--- config.mk ---
export PLATFORM = sky130hd
export DESIGN_NAME = psl_link
export DESIGN_NICKNAME = d
export VERILOG_FILES = /design/src/psl_pkg.sv /design/src/psl_link.sv /design/src/psl_align_mem.sv
export SDC_FILE = /design/constraint.sdc
export NUM_CORES = 2
export LEC_CHECK = 0
export BUFFER_PORTS_ARGS = -buffer_cell sky130_fd_sc_hd__buf_2
export CORE_MARGIN = 2
export CORE_UTILIZATION = 40
export DETAILED_ROUTE_END_ITERATION = 6
export HOLD_SLACK_MARGIN = 0.08
export PLACE_DENSITY = 0.59
export SLEW_MARGIN = 5
export SYNTH_ARGS = -nofsm -noshare
export SYNTH_HDL_FRONTEND = slang
export SYNTH_SLANG_ARGS = --single-unit
--- constraint.sdc ---
create_clock -name pclk -period 5.4 [get_ports pclk]
set_input_delay 0.81 -clock pclk [delete_from_list [all_inputs] [get_ports pclk]]
set_output_delay 0.81 -clock pclk [all_outputs]
set_load 0.01 [all_outputs]
--- src/psl_pkg.sv ---
// Shared constants, types and helpers for the pseudo-SONET link logic
package psl_pkg;

	// ------------------------------------------------------------
	// Register map (byte addresses on APB)
	// ------------------------------------------------------------
	localparam logic [7:0] REG_CTRL = 8'h00;
	localparam logic [7:0] REG_BYPASS = 8'h04;
	localparam logic [7:0] REG_RATE = 8'h08;
	localparam logic [7:0] REG_STATUS = 8'h0C;
	localparam int ADDR_W = 8;

	// CTRL fields
	localparam int CTRL_SCR_BIT = 0;
	localparam int CTRL_ALIGN_BIT = 1;
	localparam int CTRL_FMTA_LSB = 2;
	localparam int CTRL_FMTB_LSB = 4;
	// STATUS fields
	localparam int STAT_LOCK_LSB = 0;
	localparam int STAT_ALARM_LSB = 8;

	// Reset values
	localparam logic RST_SCR_EN = 1'b1;
	localparam logic RST_ALIGN_EN = 1'b0;
	localparam logic [7:0] RST_BYPASS = 8'h00;
	localparam logic [15:0] RST_RATE = 16'h0000;

	// ------------------------------------------------------------
	// Channels and framing
	// ------------------------------------------------------------
	localparam int NUM_CH = 8;
	localparam int NUM_GRP = 2;
	localparam int CH_PER_GRP = 4;
	localparam logic [7:0] A1_BYTE = 8'hF6;
	localparam logic [7:0] A2_BYTE = 8'h28;
	localparam logic [10:0] N_STS3 = 11'h003;
	localparam logic [10:0] N_STS12 = 11'h00C;
	localparam int COLS_PER_STS1 = 90;
	localparam logic [3:0] ROWS_PER_FRAME = 4'h9;
	localparam int FRAME_CLKS = 9720;
	localparam logic [6:0] SCR_SEED = 7'h7F;

	// Rate codes and parallel bus lane masks
	localparam logic [1:0] RATE_FULL = 2'h0;
	localparam logic [1:0] RATE_HALF = 2'h1;
	localparam logic [1:0] RATE_QUARTER = 2'h2;
	localparam logic [7:0] MASK_FULL = 8'hFF;
	localparam logic [7:0] MASK_HALF = 8'hF0;
	localparam logic [7:0] MASK_QUARTER = 8'hC0;

	// Alignment FIFO
	localparam int FIFO_AW = 5;
	localparam int FIFO_W = 10;
	localparam logic [4:0] ALIGN_TOL = 5'h12;

	typedef enum logic [1:0] {FMT_STS3, FMT_STS12, FMT_STS48} psl_fmt_type;
	typedef enum logic {RX_HUNT, RX_SYNC} psl_rxst_type;

	// Per-channel receive state
	typedef struct packed {
		logic [7:0] d1;
		logic [7:0] d2;
		logic c1;
		logic c2;
		logic c3;
		logic [7:0] prev;
		psl_rxst_type st;
		logic [10:0] col;
		logic [3:0] row;
		logic [6:0] scr;
		logic [4:0] wptr;
		logic [4:0] waddr;
		logic [4:0] rptr;
		logic [4:0] mark;
		logic seen;
		logic we;
		logic [9:0] wdata;
		logic rd_pend;
		logic [7:0] out;
		logic val;
		logic pay;
		logic fp;
	} psl_rxch_type;

	// STS-1 count carried per channel for a group format
	function automatic logic [10:0] n_of(input psl_fmt_type f);
		n_of = (f == FMT_STS3) ? N_STS3 : N_STS12;
	endfunction

	// Row length in bytes for a group format
	function automatic logic [10:0] cols_of(input psl_fmt_type f);
		cols_of = 11'(n_of(f) * COLS_PER_STS1);
	endfunction

	// Parallel lanes carrying data at a bypass rate
	function automatic logic [7:0] rate_mask(input logic [1:0] r);
		case (r)
			RATE_HALF: rate_mask = MASK_HALF;
			RATE_QUARTER: rate_mask = MASK_QUARTER;
			default: rate_mask = MASK_FULL;
		endcase
	endfunction

	// One byte of the 1+x^6+x^7 sequence: {key, next state}, MSB first
	function automatic logic [14:0] scr_step(input logic [6:0] s);
		logic [6:0] t;
		logic [7:0] k;
		t = s;
		k = 8'h00;
		for (int b = 7; b >= 0; b--) begin
			k[b] = t[6];
			t = {t[5:0], t[6] ^ t[5]};
		end
		scr_step = {k, t};
	endfunction

endpackage

--- src/psl_link.sv ---
// Eight-channel pseudo-SONET link: framing, scrambling, alignment, bypass
//
// Local design decisions: the register offsets and register access over APB.
`timescale 1ns/1ps
// Behaviour
// - Two groups of four, format per group
// - Receive bytes keep transmitted order
// - Receiver hunts A1/A2 for frame boundary
// - Scramble transmit, descramble receive
// - Elastic FIFOs align channels to local frame
// - Realign frames on local frame pulse
// - One reference clock, forwarded to fabric
// - Line rate eight, four or two times clock
// - FIFO written recovered side, read local
// - Unaligned receive timed by recovered clock
// - Bypass skips framing and scrambling
// - Half rate uses bits 7:4
// - Quarter rate uses bits 7:6
// - Rate chosen per channel, mixed freely
// - Scrambler 1+x6+x7, seeded, skips framing bytes
// - Alarm beyond 18 clocks misalignment
module psl_link (
	input wire logic pclk, // Reference clock, 63 to 106.25 MHz
	input wire logic presetn, // Async reset, active low
	input wire logic [psl_pkg::ADDR_W-1:0] paddr, // APB address
	input wire logic psel, // APB select
	input wire logic penable, // APB enable
	input wire logic pwrite, // APB direction
	input wire logic [31:0] pwdata, // APB write data
	output logic [31:0] prdata, // APB read data
	output logic pready, // APB ready
	output logic pslverr, // APB error on unmapped address
	output logic core_clk_to_fabric, // Reference clock to fabric
	input wire logic system_frame_pulse, // Local frame pulse from fabric
	input wire logic [63:0] tx_byte_in, // Transmit bytes, channel i at [8i+:8]
	output logic [63:0] tx_line_byte, // Bytes to serializer
	output logic [15:0] line_rate_sel, // Serializer rate per channel
	input wire logic [63:0] rx_line_byte, // Bytes from deserializer
	input wire logic [7:0] rx_recovered_clk, // Recovered clocks
	output logic [7:0] rx_clk_to_fabric, // Recovered clocks to fabric
	output logic [63:0] rx_byte_out, // Received bytes
	output logic [7:0] rx_byte_valid, // Byte strobe per channel
	output logic [7:0] rx_payload_flag, // Byte lies in payload
	output logic [7:0] rx_frame_pulse // First byte of a frame
);
	import psl_pkg::*;

	typedef struct packed {
		logic scr_en;
		logic align_en;
		psl_fmt_type [NUM_GRP-1:0] fmt;
		logic [7:0] bypass;
		logic [15:0] rate;
		logic [NUM_GRP-1:0] alarm;
		logic [31:0] prdata;
		logic [63:0] tx;
		logic [NUM_GRP-1:0][10:0] tcol;
		logic [NUM_GRP-1:0][3:0] trow;
		logic [NUM_GRP-1:0][6:0] tscr;
		logic [NUM_GRP-1:0][4:0] acnt;
		logic [NUM_GRP-1:0] go;
		psl_rxch_type [NUM_CH-1:0] ch;
	} psl_core_type;

	psl_core_type s_r;
	psl_core_type s_nxt;
	logic [NUM_CH-1:0][FIFO_W-1:0] rdata;

	// ------------------------------------------------------------
	// Alignment FIFOs
	// ------------------------------------------------------------
	// Written on recovered-clock ticks, read against local timing
	for (genvar i = 0; i < NUM_CH; i++) begin : g_mem
		psl_align_mem u_mem (
			.pclk(pclk),
			.we(s_r.ch[i].we),
			.waddr(s_r.ch[i].waddr),
			.wdata(s_r.ch[i].wdata),
			.raddr(s_r.ch[i].rptr),
			.rdata(rdata[i])
		);
		assign rx_byte_out[i*8 +: 8] = s_r.ch[i].out;
		assign rx_byte_valid[i] = s_r.ch[i].val;
		assign rx_payload_flag[i] = s_r.ch[i].pay;
		assign rx_frame_pulse[i] = s_r.ch[i].fp;
	end

	// Clocks forwarded straight through; the recovered clocks are also sampled by the receive logic
	assign core_clk_to_fabric = pclk;
	assign rx_clk_to_fabric = rx_recovered_clk;
	assign tx_line_byte = s_r.tx;
	assign line_rate_sel = s_r.rate;
	assign prdata = s_r.prdata;
	assign pready = 1'b1;

	// Unmapped decode for the error answer; read capture uses its own case default
	function automatic logic mapped(input logic [ADDR_W-1:0] a);
		mapped = (a == REG_CTRL) || (a == REG_BYPASS) || (a == REG_RATE) || (a == REG_STATUS);
	endfunction

	assign pslverr = psel && penable && !mapped(paddr);

	// ------------------------------------------------------------
	// Next-state logic
	// ------------------------------------------------------------
	always_comb begin
		logic wr;
		logic [10:0] n;
		logic [10:0] col;
		logic [3:0] row;
		logic [6:0] st;
		logic [14:0] ks;
		logic [7:0] b;
		logic [7:0] key;
		logic hit;
		logic [NUM_GRP-1:0][3:0] seen;
		logic [NUM_GRP-1:0] realign;
		logic [NUM_GRP-1:0] alarm_set;
		int g;
		wr = 1'b0;
		n = '0;
		col = '0;
		row = '0;
		st = '0;
		ks = '0;
		b = '0;
		key = '0;
		hit = 1'b0;
		seen = '0;
		realign = '0;
		alarm_set = '0;
		g = 0;
		s_nxt = s_r;

		// Register writes; read data captured in the setup phase
		wr = psel && penable && pwrite;
		if (psel && !penable) begin
			case (paddr)
				REG_CTRL: s_nxt.prdata = {26'h0, 2'(s_r.fmt[1]), 2'(s_r.fmt[0]), s_r.align_en, s_r.scr_en};
				REG_BYPASS: s_nxt.prdata = {24'h0, s_r.bypass};
				REG_RATE: s_nxt.prdata = {16'h0, s_r.rate};
				REG_STATUS: begin
					s_nxt.prdata = '0;
					for (int i = 0; i < NUM_CH; i++) begin
						s_nxt.prdata[STAT_LOCK_LSB + i] = (s_r.ch[i].st == RX_SYNC);
					end
					s_nxt.prdata[STAT_ALARM_LSB +: NUM_GRP] = s_r.alarm;
				end
				default: s_nxt.prdata = '0;
			endcase
		end
		if (wr) begin
			case (paddr)
				REG_CTRL: begin
					s_nxt.scr_en = pwdata[CTRL_SCR_BIT];
					s_nxt.align_en = pwdata[CTRL_ALIGN_BIT];
					s_nxt.fmt[0] = psl_fmt_type'(pwdata[CTRL_FMTA_LSB +: 2]);
					s_nxt.fmt[1] = psl_fmt_type'(pwdata[CTRL_FMTB_LSB +: 2]);
				end
				REG_BYPASS: s_nxt.bypass = pwdata[7:0];
				REG_RATE: s_nxt.rate = pwdata[15:0];
				REG_STATUS: s_nxt.alarm = s_r.alarm & ~pwdata[STAT_ALARM_LSB +: NUM_GRP];
				default: ;
			endcase
		end

		// Transmit framer per group, restarted by the local frame pulse
		for (int gi = 0; gi < NUM_GRP; gi++) begin
			n = n_of(s_r.fmt[gi]);
			col = system_frame_pulse ? 11'h000 : s_r.tcol[gi];
			row = system_frame_pulse ? 4'h0 : s_r.trow[gi];
			st = (row == 4'h0 && col == 11'(3 * n)) ? SCR_SEED : s_r.tscr[gi];
			ks = scr_step(st);
			key = (row == 4'h0 && col < 11'(3 * n)) || !s_r.scr_en ? 8'h00 : ks[14:7];
			s_nxt.tscr[gi] = ks[6:0];
			for (int k = 0; k < CH_PER_GRP; k++) begin
				g = gi * CH_PER_GRP + k;
				b = tx_byte_in[g*8 +: 8];
				if (s_r.bypass[g]) begin
					// Raw bytes straight to the serializer, idle lanes zeroed
					s_nxt.tx[g*8 +: 8] = b & rate_mask(s_r.rate[g*2 +: 2]);
				end else if (row == 4'h0 && col < n) begin
					s_nxt.tx[g*8 +: 8] = A1_BYTE;
				end else if (row == 4'h0 && col < 11'(2 * n)) begin
					s_nxt.tx[g*8 +: 8] = A2_BYTE;
				end else begin
					s_nxt.tx[g*8 +: 8] = b ^ key;
				end
			end
			if (col == cols_of(s_r.fmt[gi]) - 11'h001) begin
				s_nxt.tcol[gi] = 11'h000;
				s_nxt.trow[gi] = (row == ROWS_PER_FRAME - 4'h1) ? 4'h0 : row + 4'h1;
			end else begin
				s_nxt.tcol[gi] = col + 11'h001;
				s_nxt.trow[gi] = row;
			end
		end

		// Receive channels
		for (int i = 0; i < NUM_CH; i++) begin
			g = i / CH_PER_GRP;
			n = n_of(s_r.fmt[g]);
			// Two-stage capture of pin-side data and recovered clock
			s_nxt.ch[i].d1 = rx_line_byte[i*8 +: 8];
			s_nxt.ch[i].d2 = s_r.ch[i].d1;
			s_nxt.ch[i].c1 = rx_recovered_clk[i];
			s_nxt.ch[i].c2 = s_r.ch[i].c1;
			s_nxt.ch[i].c3 = s_r.ch[i].c2;
			s_nxt.ch[i].we = 1'b0;
			s_nxt.ch[i].val = 1'b0;
			s_nxt.ch[i].fp = 1'b0;
			s_nxt.ch[i].rd_pend = 1'b0;
			if (s_r.ch[i].c2 && !s_r.ch[i].c3) begin
				// One byte per recovered clock edge, in arrival order
				b = s_r.ch[i].d2;
				s_nxt.ch[i].prev = b;
				hit = (s_r.ch[i].prev == A1_BYTE) && (b == A2_BYTE);
				col = s_r.ch[i].col;
				row = s_r.ch[i].row;
				if (s_r.bypass[i]) begin
					s_nxt.ch[i].out = b & rate_mask(s_r.rate[i*2 +: 2]);
					s_nxt.ch[i].val = 1'b1;
					s_nxt.ch[i].pay = 1'b0;
					s_nxt.ch[i].st = RX_HUNT;
				end else begin
					case (s_r.ch[i].st)
						RX_HUNT: begin
							// First A1 to A2 boundary fixes the byte position
							if (hit) begin
								s_nxt.ch[i].st = RX_SYNC;
								s_nxt.ch[i].col = n + 11'h001;
								s_nxt.ch[i].row = 4'h0;
							end
						end
						RX_SYNC: begin
							// A missed boundary drops lock and restarts the hunt
							if (row == 4'h0 && col == n && !hit) begin
								s_nxt.ch[i].st = RX_HUNT;
							end
							st = (row == 4'h0 && col == 11'(3 * n)) ? SCR_SEED : s_r.ch[i].scr;
							ks = scr_step(st);
							s_nxt.ch[i].scr = ks[6:0];
							key = (row == 4'h0 && col < 11'(3 * n)) || !s_r.scr_en ? 8'h00 : ks[14:7];
							b = b ^ key;
							s_nxt.ch[i].out = b;
							s_nxt.ch[i].pay = (col >= 11'(3 * n));
							s_nxt.ch[i].fp = (row == 4'h0 && col == 11'h000) && !s_r.align_en;
							s_nxt.ch[i].val = !s_r.align_en;
							s_nxt.ch[i].we = s_r.align_en;
							s_nxt.ch[i].waddr = s_r.ch[i].wptr;
							s_nxt.ch[i].wdata = {row == 4'h0 && col == 11'h000, col >= 11'(3 * n), b};
							s_nxt.ch[i].wptr = s_r.ch[i].wptr + 5'h01;
							if (s_r.align_en && row == 4'h0 && col == 11'h000) begin
								s_nxt.ch[i].mark = s_r.ch[i].wptr;
								s_nxt.ch[i].seen = 1'b1;
							end
							if (col == cols_of(s_r.fmt[g]) - 11'h001) begin
								s_nxt.ch[i].col = 11'h000;
								s_nxt.ch[i].row = (row == ROWS_PER_FRAME - 4'h1) ? 4'h0 : row + 4'h1;
							end else begin
								s_nxt.ch[i].col = col + 11'h001;
							end
						end
						default: s_nxt.ch[i].st = RX_HUNT;
					endcase
				end
			end
			seen[g][i % CH_PER_GRP] = s_r.ch[i].seen;
		end

		// Group alignment: spread of frame marks, then realign on local pulse
		for (int gi = 0; gi < NUM_GRP; gi++) begin
			if (!s_r.align_en || &seen[gi] || ~|seen[gi]) begin
				s_nxt.acnt[gi] = 5'h00;
			end else begin
				s_nxt.acnt[gi] = s_r.acnt[gi] + 5'h01;
			end
			alarm_set[gi] = s_r.acnt[gi] >= ALIGN_TOL;
			realign[gi] = s_r.align_en && system_frame_pulse && &seen[gi];
			if (!s_r.align_en) begin
				s_nxt.go[gi] = 1'b0;
			end else if (realign[gi]) begin
				s_nxt.go[gi] = 1'b1;
			end
		end
		// Set wins over a software clear in the same cycle
		s_nxt.alarm = s_nxt.alarm | alarm_set;

		// FIFO read side, local timing
		for (int i = 0; i < NUM_CH; i++) begin
			g = i / CH_PER_GRP;
			if (alarm_set[g] || realign[g]) begin
				s_nxt.ch[i].seen = 1'b0;
			end
			if (realign[g]) begin
				s_nxt.ch[i].rptr = s_r.ch[i].mark;
			end else if (s_r.go[g] && s_r.ch[i].rptr != s_r.ch[i].wptr
				&& !(s_r.ch[i].we && s_r.ch[i].rptr == s_r.ch[i].waddr)) begin
				s_nxt.ch[i].rptr = s_r.ch[i].rptr + 5'h01;
				s_nxt.ch[i].rd_pend = 1'b1;
			end
			if (s_r.ch[i].rd_pend && !s_r.bypass[i]) begin
				s_nxt.ch[i].out = rdata[i][7:0];
				s_nxt.ch[i].pay = rdata[i][8];
				s_nxt.ch[i].fp = rdata[i][9];
				s_nxt.ch[i].val = 1'b1;
			end
		end
	end

	// ------------------------------------------------------------
	// State register
	// ------------------------------------------------------------
	always_ff @(posedge pclk or negedge presetn) begin
		if (!presetn) begin
			s_r <= '0;
			s_r.scr_en <= RST_SCR_EN;
			s_r.align_en <= RST_ALIGN_EN;
			s_r.fmt[0] <= FMT_STS12;
			s_r.fmt[1] <= FMT_STS12;
			s_r.bypass <= RST_BYPASS;
			s_r.rate <= RST_RATE;
		end else begin
			s_r <= s_nxt;
		end
	end

endmodule

--- src/psl_align_mem.sv ---
// Alignment FIFO storage, one channel, registered read data
`timescale 1ns/1ps
module psl_align_mem (
	input wire logic pclk, // Reference clock
	input wire logic we, // Write strobe
	input wire logic [psl_pkg::FIFO_AW-1:0] waddr, // Write address
	input wire logic [psl_pkg::FIFO_W-1:0] wdata, // Write word
	input wire logic [psl_pkg::FIFO_AW-1:0] raddr, // Read address
	output logic [psl_pkg::FIFO_W-1:0] rdata // Registered read word
);
	import psl_pkg::*;

	logic [FIFO_W-1:0] mem [0:(1 << FIFO_AW)-1];

	// ------------------------------------------------------------
	// Storage
	// ------------------------------------------------------------
	// No reset on the array; contents are only read after a frame mark
	always_ff @(posedge pclk) begin
		if (we) begin
			mem[waddr] <= wdata;
		end
		rdata <= mem[raddr];
	end

endmodule

* Word-level counts from Yosys, hierarchy flattened
Memories as Yosys holds them, arrays and structs flattened. A register that Yosys moved wholly into a read port is not among the register bits. Cells that the tools add are included.
Word-level totals: RAM bits 2560, memories kept 8, register bits 936, output and inout port bits 211
Memory list:
- g_mem[0].u_mem.mem | depth 32, bits a word 10, rd ports 1, clocked after Yosys merged registers in 1, wr ports 1, RTL line psl_align_mem.sv:13 | logic [FIFO_W-1:0] mem [0:(1 << FIFO_AW)-1];
- g_mem[1].u_mem.mem | depth 32, bits a word 10, rd ports 1, clocked after Yosys merged registers in 1, wr ports 1, RTL line psl_align_mem.sv:13
- g_mem[2].u_mem.mem | depth 32, bits a word 10, rd ports 1, clocked after Yosys merged registers in 1, wr ports 1, RTL line psl_align_mem.sv:13
- g_mem[3].u_mem.mem | depth 32, bits a word 10, rd ports 1, clocked after Yosys merged registers in 1, wr ports 1, RTL line psl_align_mem.sv:13
- g_mem[4].u_mem.mem | depth 32, bits a word 10, rd ports 1, clocked after Yosys merged registers in 1, wr ports 1, RTL line psl_align_mem.sv:13
- g_mem[5].u_mem.mem | depth 32, bits a word 10, rd ports 1, clocked after Yosys merged registers in 1, wr ports 1, RTL line psl_align_mem.sv:13
- 2 more memories
Cells by class: $mul 4, equal/unequal tests 115, mux-type cells 273, add/sub/neg operators 42, $lt $le $gt $ge 24, bitwise gates (word level) 131, reduce and logical (&&, ||, !) cells 308
Operator list (count):
- $mux W8 | 50
- $mux W11 | 36
- $eq A11 B11 Y1 | 28
- $mux W12 | 24
- $pmux W16 S2 | 8
- $lt A11 B11 Y1 | 14
- $add A11 B1 Y11 const B | 12
- $and A8 B8 Y8 | 16
- $mux W16 | 8
- $xor A8 B8 Y8 | 16
- $logic_and A1 B1 Y1 | 127
- $reduce_and A4 Y1 | 26
- $mux W4 | 24
- $pmux W6 S2 | 8
- $add A5 B1 Y5 const B | 18
- $mux W5 | 18
- $ge A11 B11 Y1 | 8
- $logic_not A11 Y1 | 8
- $mux W10 | 8
- $reduce_bool A2 Y1 | 40
- $xor A1 B1 Y1 | 80
- $mux W1 | 76
- $mux W7 | 10
- $eq A8 B6 Y1 const B | 8
- 30 further kinds | 226

* Longest topological paths before layout
depth after elaboration 13, gate-level depth with buffers 13, depth with buffers taken out 10

* Hierarchy
Synthesis repeated with hierarchy kept, for this count alone.
Second synthesis, totals: cells, all modules 10535, area total of the unflattened synthesis 149412.0 um^2
By module, submodules not included:
- psl_align_mem | instances 8, sequential area each 9809.4 um^2, area an instance 12993.7 um^2, cells each 733
- psl_link | instances 1, sequential area each 23025.8 um^2, area an instance 45462.4 um^2, cells each 4671

==> out/results.tsv <==
metric	value	unit
status	finished clean	
cp_top_family	simple AND/OR/NAND/NOR gates	
ys_ff_latch	3560	
ys_types	90	
die-area	368000	µm²
dr.pass1.iters	6	
hold_violations	0	
core	362000	µm²
drt_wl_total	374000	µm
fin_tns_setup	0	ps
ios	393	
hold_path.class	in2reg	
timing.fmax	248	MHz
synth_area_leader_cell	edfxtp_1	
critical_path_required	6280	ps
area.growth.synth_to_final	13.8	%
die_x	607	µm
layout_commonest_cell	edfxtp_1	
register_area	102000	µm²
drt-initial-drc-count	8389	
antenna_found_initial	48	
grt_max_degree	127	
netlist_instances	8744	
fin_util	0.457	
crit_path_top_delay_cell	or2_2	
netlist_top_cells_area	edfxtp_1, dfrtp_1, mux4_2	
finalPower	68.9	mW
p_per_area	417	nW/µm²
cap_violations	0	
path_cells	or2_2 -> clkinv_1 -> buf_4 -> ha_1 -> o21ai_0 -> a21oi_1 -> o21ai_1 -> nand2_1 -> nand2_1 -> o31ai_1	
setup_viol	0	
vias	78900	
most-common-layout-cells	edfxtp_1, dfrtp_1, mux4_2	
grt_pass1_wl	546000	µm
max_slew.worst_pin.slew	1320	ps
cts_tree	built	
ant_nets	0	
skew	68.3	ps
cts_resized	0	
worstPathArrival	4910	ps
grt.total_usage	0.201	
drive_gt1_frac	0.226	
postCtsSetupBuffers	0	
start_util	0.401	
period_share	0.747	
dpl_cell_area	151000	µm²
fill_cells	30800	
slew_headroom	0.120	
ir_worst_vdd	0.000327	V
p_leak	62.9	nW
fin_nets	9361	
wire_per_inst	26.3	µm
synth_edf_count	2560	
syn_area	145000	µm²
avgSynthCellArea	16.6	µm²
path_buf_inv	2	
die_h	607	µm
overflow	0	
yosysWarnings	0	
rsz0062_at_grt	false	
clk_pin_slew	60	ps
yosys_most_used_dff	edfxtp_1	
yosysSeqAreaShare	0.699	
final_area	165000	µm²
num_rows	221	
path_max_fanout	21	
grt_pass1_vias	79600	
drc	0	
critical_path.most_common_cell	nand2_1	
gp_congestion	0.849	
start_kind	flip-flop	
dpl.hpwl	251000	µm
clk-insertion-delay-late	1080	ps
routed_via_density	5.54	
layout_min_cycle_time	4030	ps
synth_top_cell_area_share	0.529	
multi_input_area	40200	µm²
slew_violations	0	
crit_type	reg2reg	
endpoint_kind	flip-flop	
portBuffers	359	
synth-async-reset-ratio	0.258	
cpPeakStageDelay	610	ps
## synthesized netlist by cell type, types with 17 or more instances
master,instances
o21ai_0,388
and2_1,24
buf_1,90
o211ai_1,24
nand3b_1,65
and3_1,37
a31oi_1,31
a21o_1,23
mux4_2,805
a21oi_1,136
nand3_1,137
inv_1,91
nand2b_1,48
o311ai_0,17
nand4_1,76
o21a_1,54
nor2_1,535
dfrtp_1,917
buf_4,215
or4_1,17
xor2_1,144
mux2i_1,27
a22o_1,39
nand2_1,759
clkbuf_1,329
buf_2,27
xnor2_1,201
or3b_2,23
a222oi_1,17
mux2_2,165
ha_1,86
dfxtp_1,80
nor2b_1,61
edfxtp_1,2560
nor3_1,85
or3_1,29
a22oi_1,19
or2_2,23
o31ai_1,100
nor4_1,23
## metrics by stage
step	cells	hold slack (ps)	worst slack, ps
3_3_place_gp	13400	335	812
4_1_cts	14200	84.2	1380
5_1_grt	14200	116	1130
6_report	14200	145	1370
3_5_place_dp	13400	335	784
2_1_floorplan	8759	331	1770
## area by class of cell
class                   instances  area share
diodes                         20    0.000303
clock buffers                 530      0.0649
clock inverters               176      0.0127
inverters                      93     0.00211
multi-input cells            4444       0.244
flip-flops and latches       3560       0.614
well taps                    4794      0.0363
repair buffers                614      0.0257
## routing by layer
| metal | up-vias | GRT usage | part of all wire |
|---|---|---|---|
| met5 | - | 0 | 0.00015 |
| met4 | 8 | 0.0757 | 0.042 |
| met1 | 41400 | 0.274 | 0.41 |
| met3 | 586 | 0.0283 | 0.060 |
| met2 | 2698 | 0.330 | 0.49 |
| li1 | 34200 | - | - |
## sequential cells by signal, indices dropped and copies added, names as in the netlist, 16 cells and up
name               count
g_mem.u_mem.mem     2560
s_nxt                 80
prdata                16
s_r                  656
rx_byte_out           64
line_rate_sel         16
g_mem.u_mem.rdata     80
tx_line_byte          64
## cells by family after synthesis
kind of cell / synth area share
and+or+nand+nor: 0.0650
muxes: 0.139
adders and majority gates: 0.00747
DFF: 0.699
AOI/OAI and AO/OA: 0.0434
buffers and inverters: 0.0253
xor gates and xnor gates: 0.0208
other: 0.0000517
## worst reg2reg max path, stage by stage (launching register included)
cell	delay (ps)
dfstp_2	560
or2_2	610
clkinv_1	230
buf_4	280
ha_1	380
o21ai_0	100
a21oi_1	100
o21ai_1	460
nand2_1	610
nand2_1	380
o31ai_1	130
## what timing repair did
item,CTS,global route
hold endpoints to repair,197,0
hold buffers,146,0
endpoints found under the setup margin,0,0
## final timing paths
| check | cells after the start | startpoint | end | slack [ps] |
|---|---|---|---|---|
| max | 10 | s_r[932] | tx_line_byte[32] | 1370 |
| min in group asynchronous | 2 | presetn | s_r[495] | 410 |
| max reg2reg | 10 | s_r[932] | tx_line_byte[32] | 1370 |
| min reg2reg | 0 | s_nxt[454] | s_r[454] | 340 |
| max in group asynchronous | 3 | presetn | s_r[48] | 3570 |
| min | 2 | pwdata[4] | s_r[932] | 140 |
## power breakdown
part	internal [mW]	switching [mW]
Sequential	30.2	2.96
Combinational	4.69	4.56
Clock	15.6	10.9
Total	50.5	18.4
No activity file was read; power rests on OpenSTA's default activity.
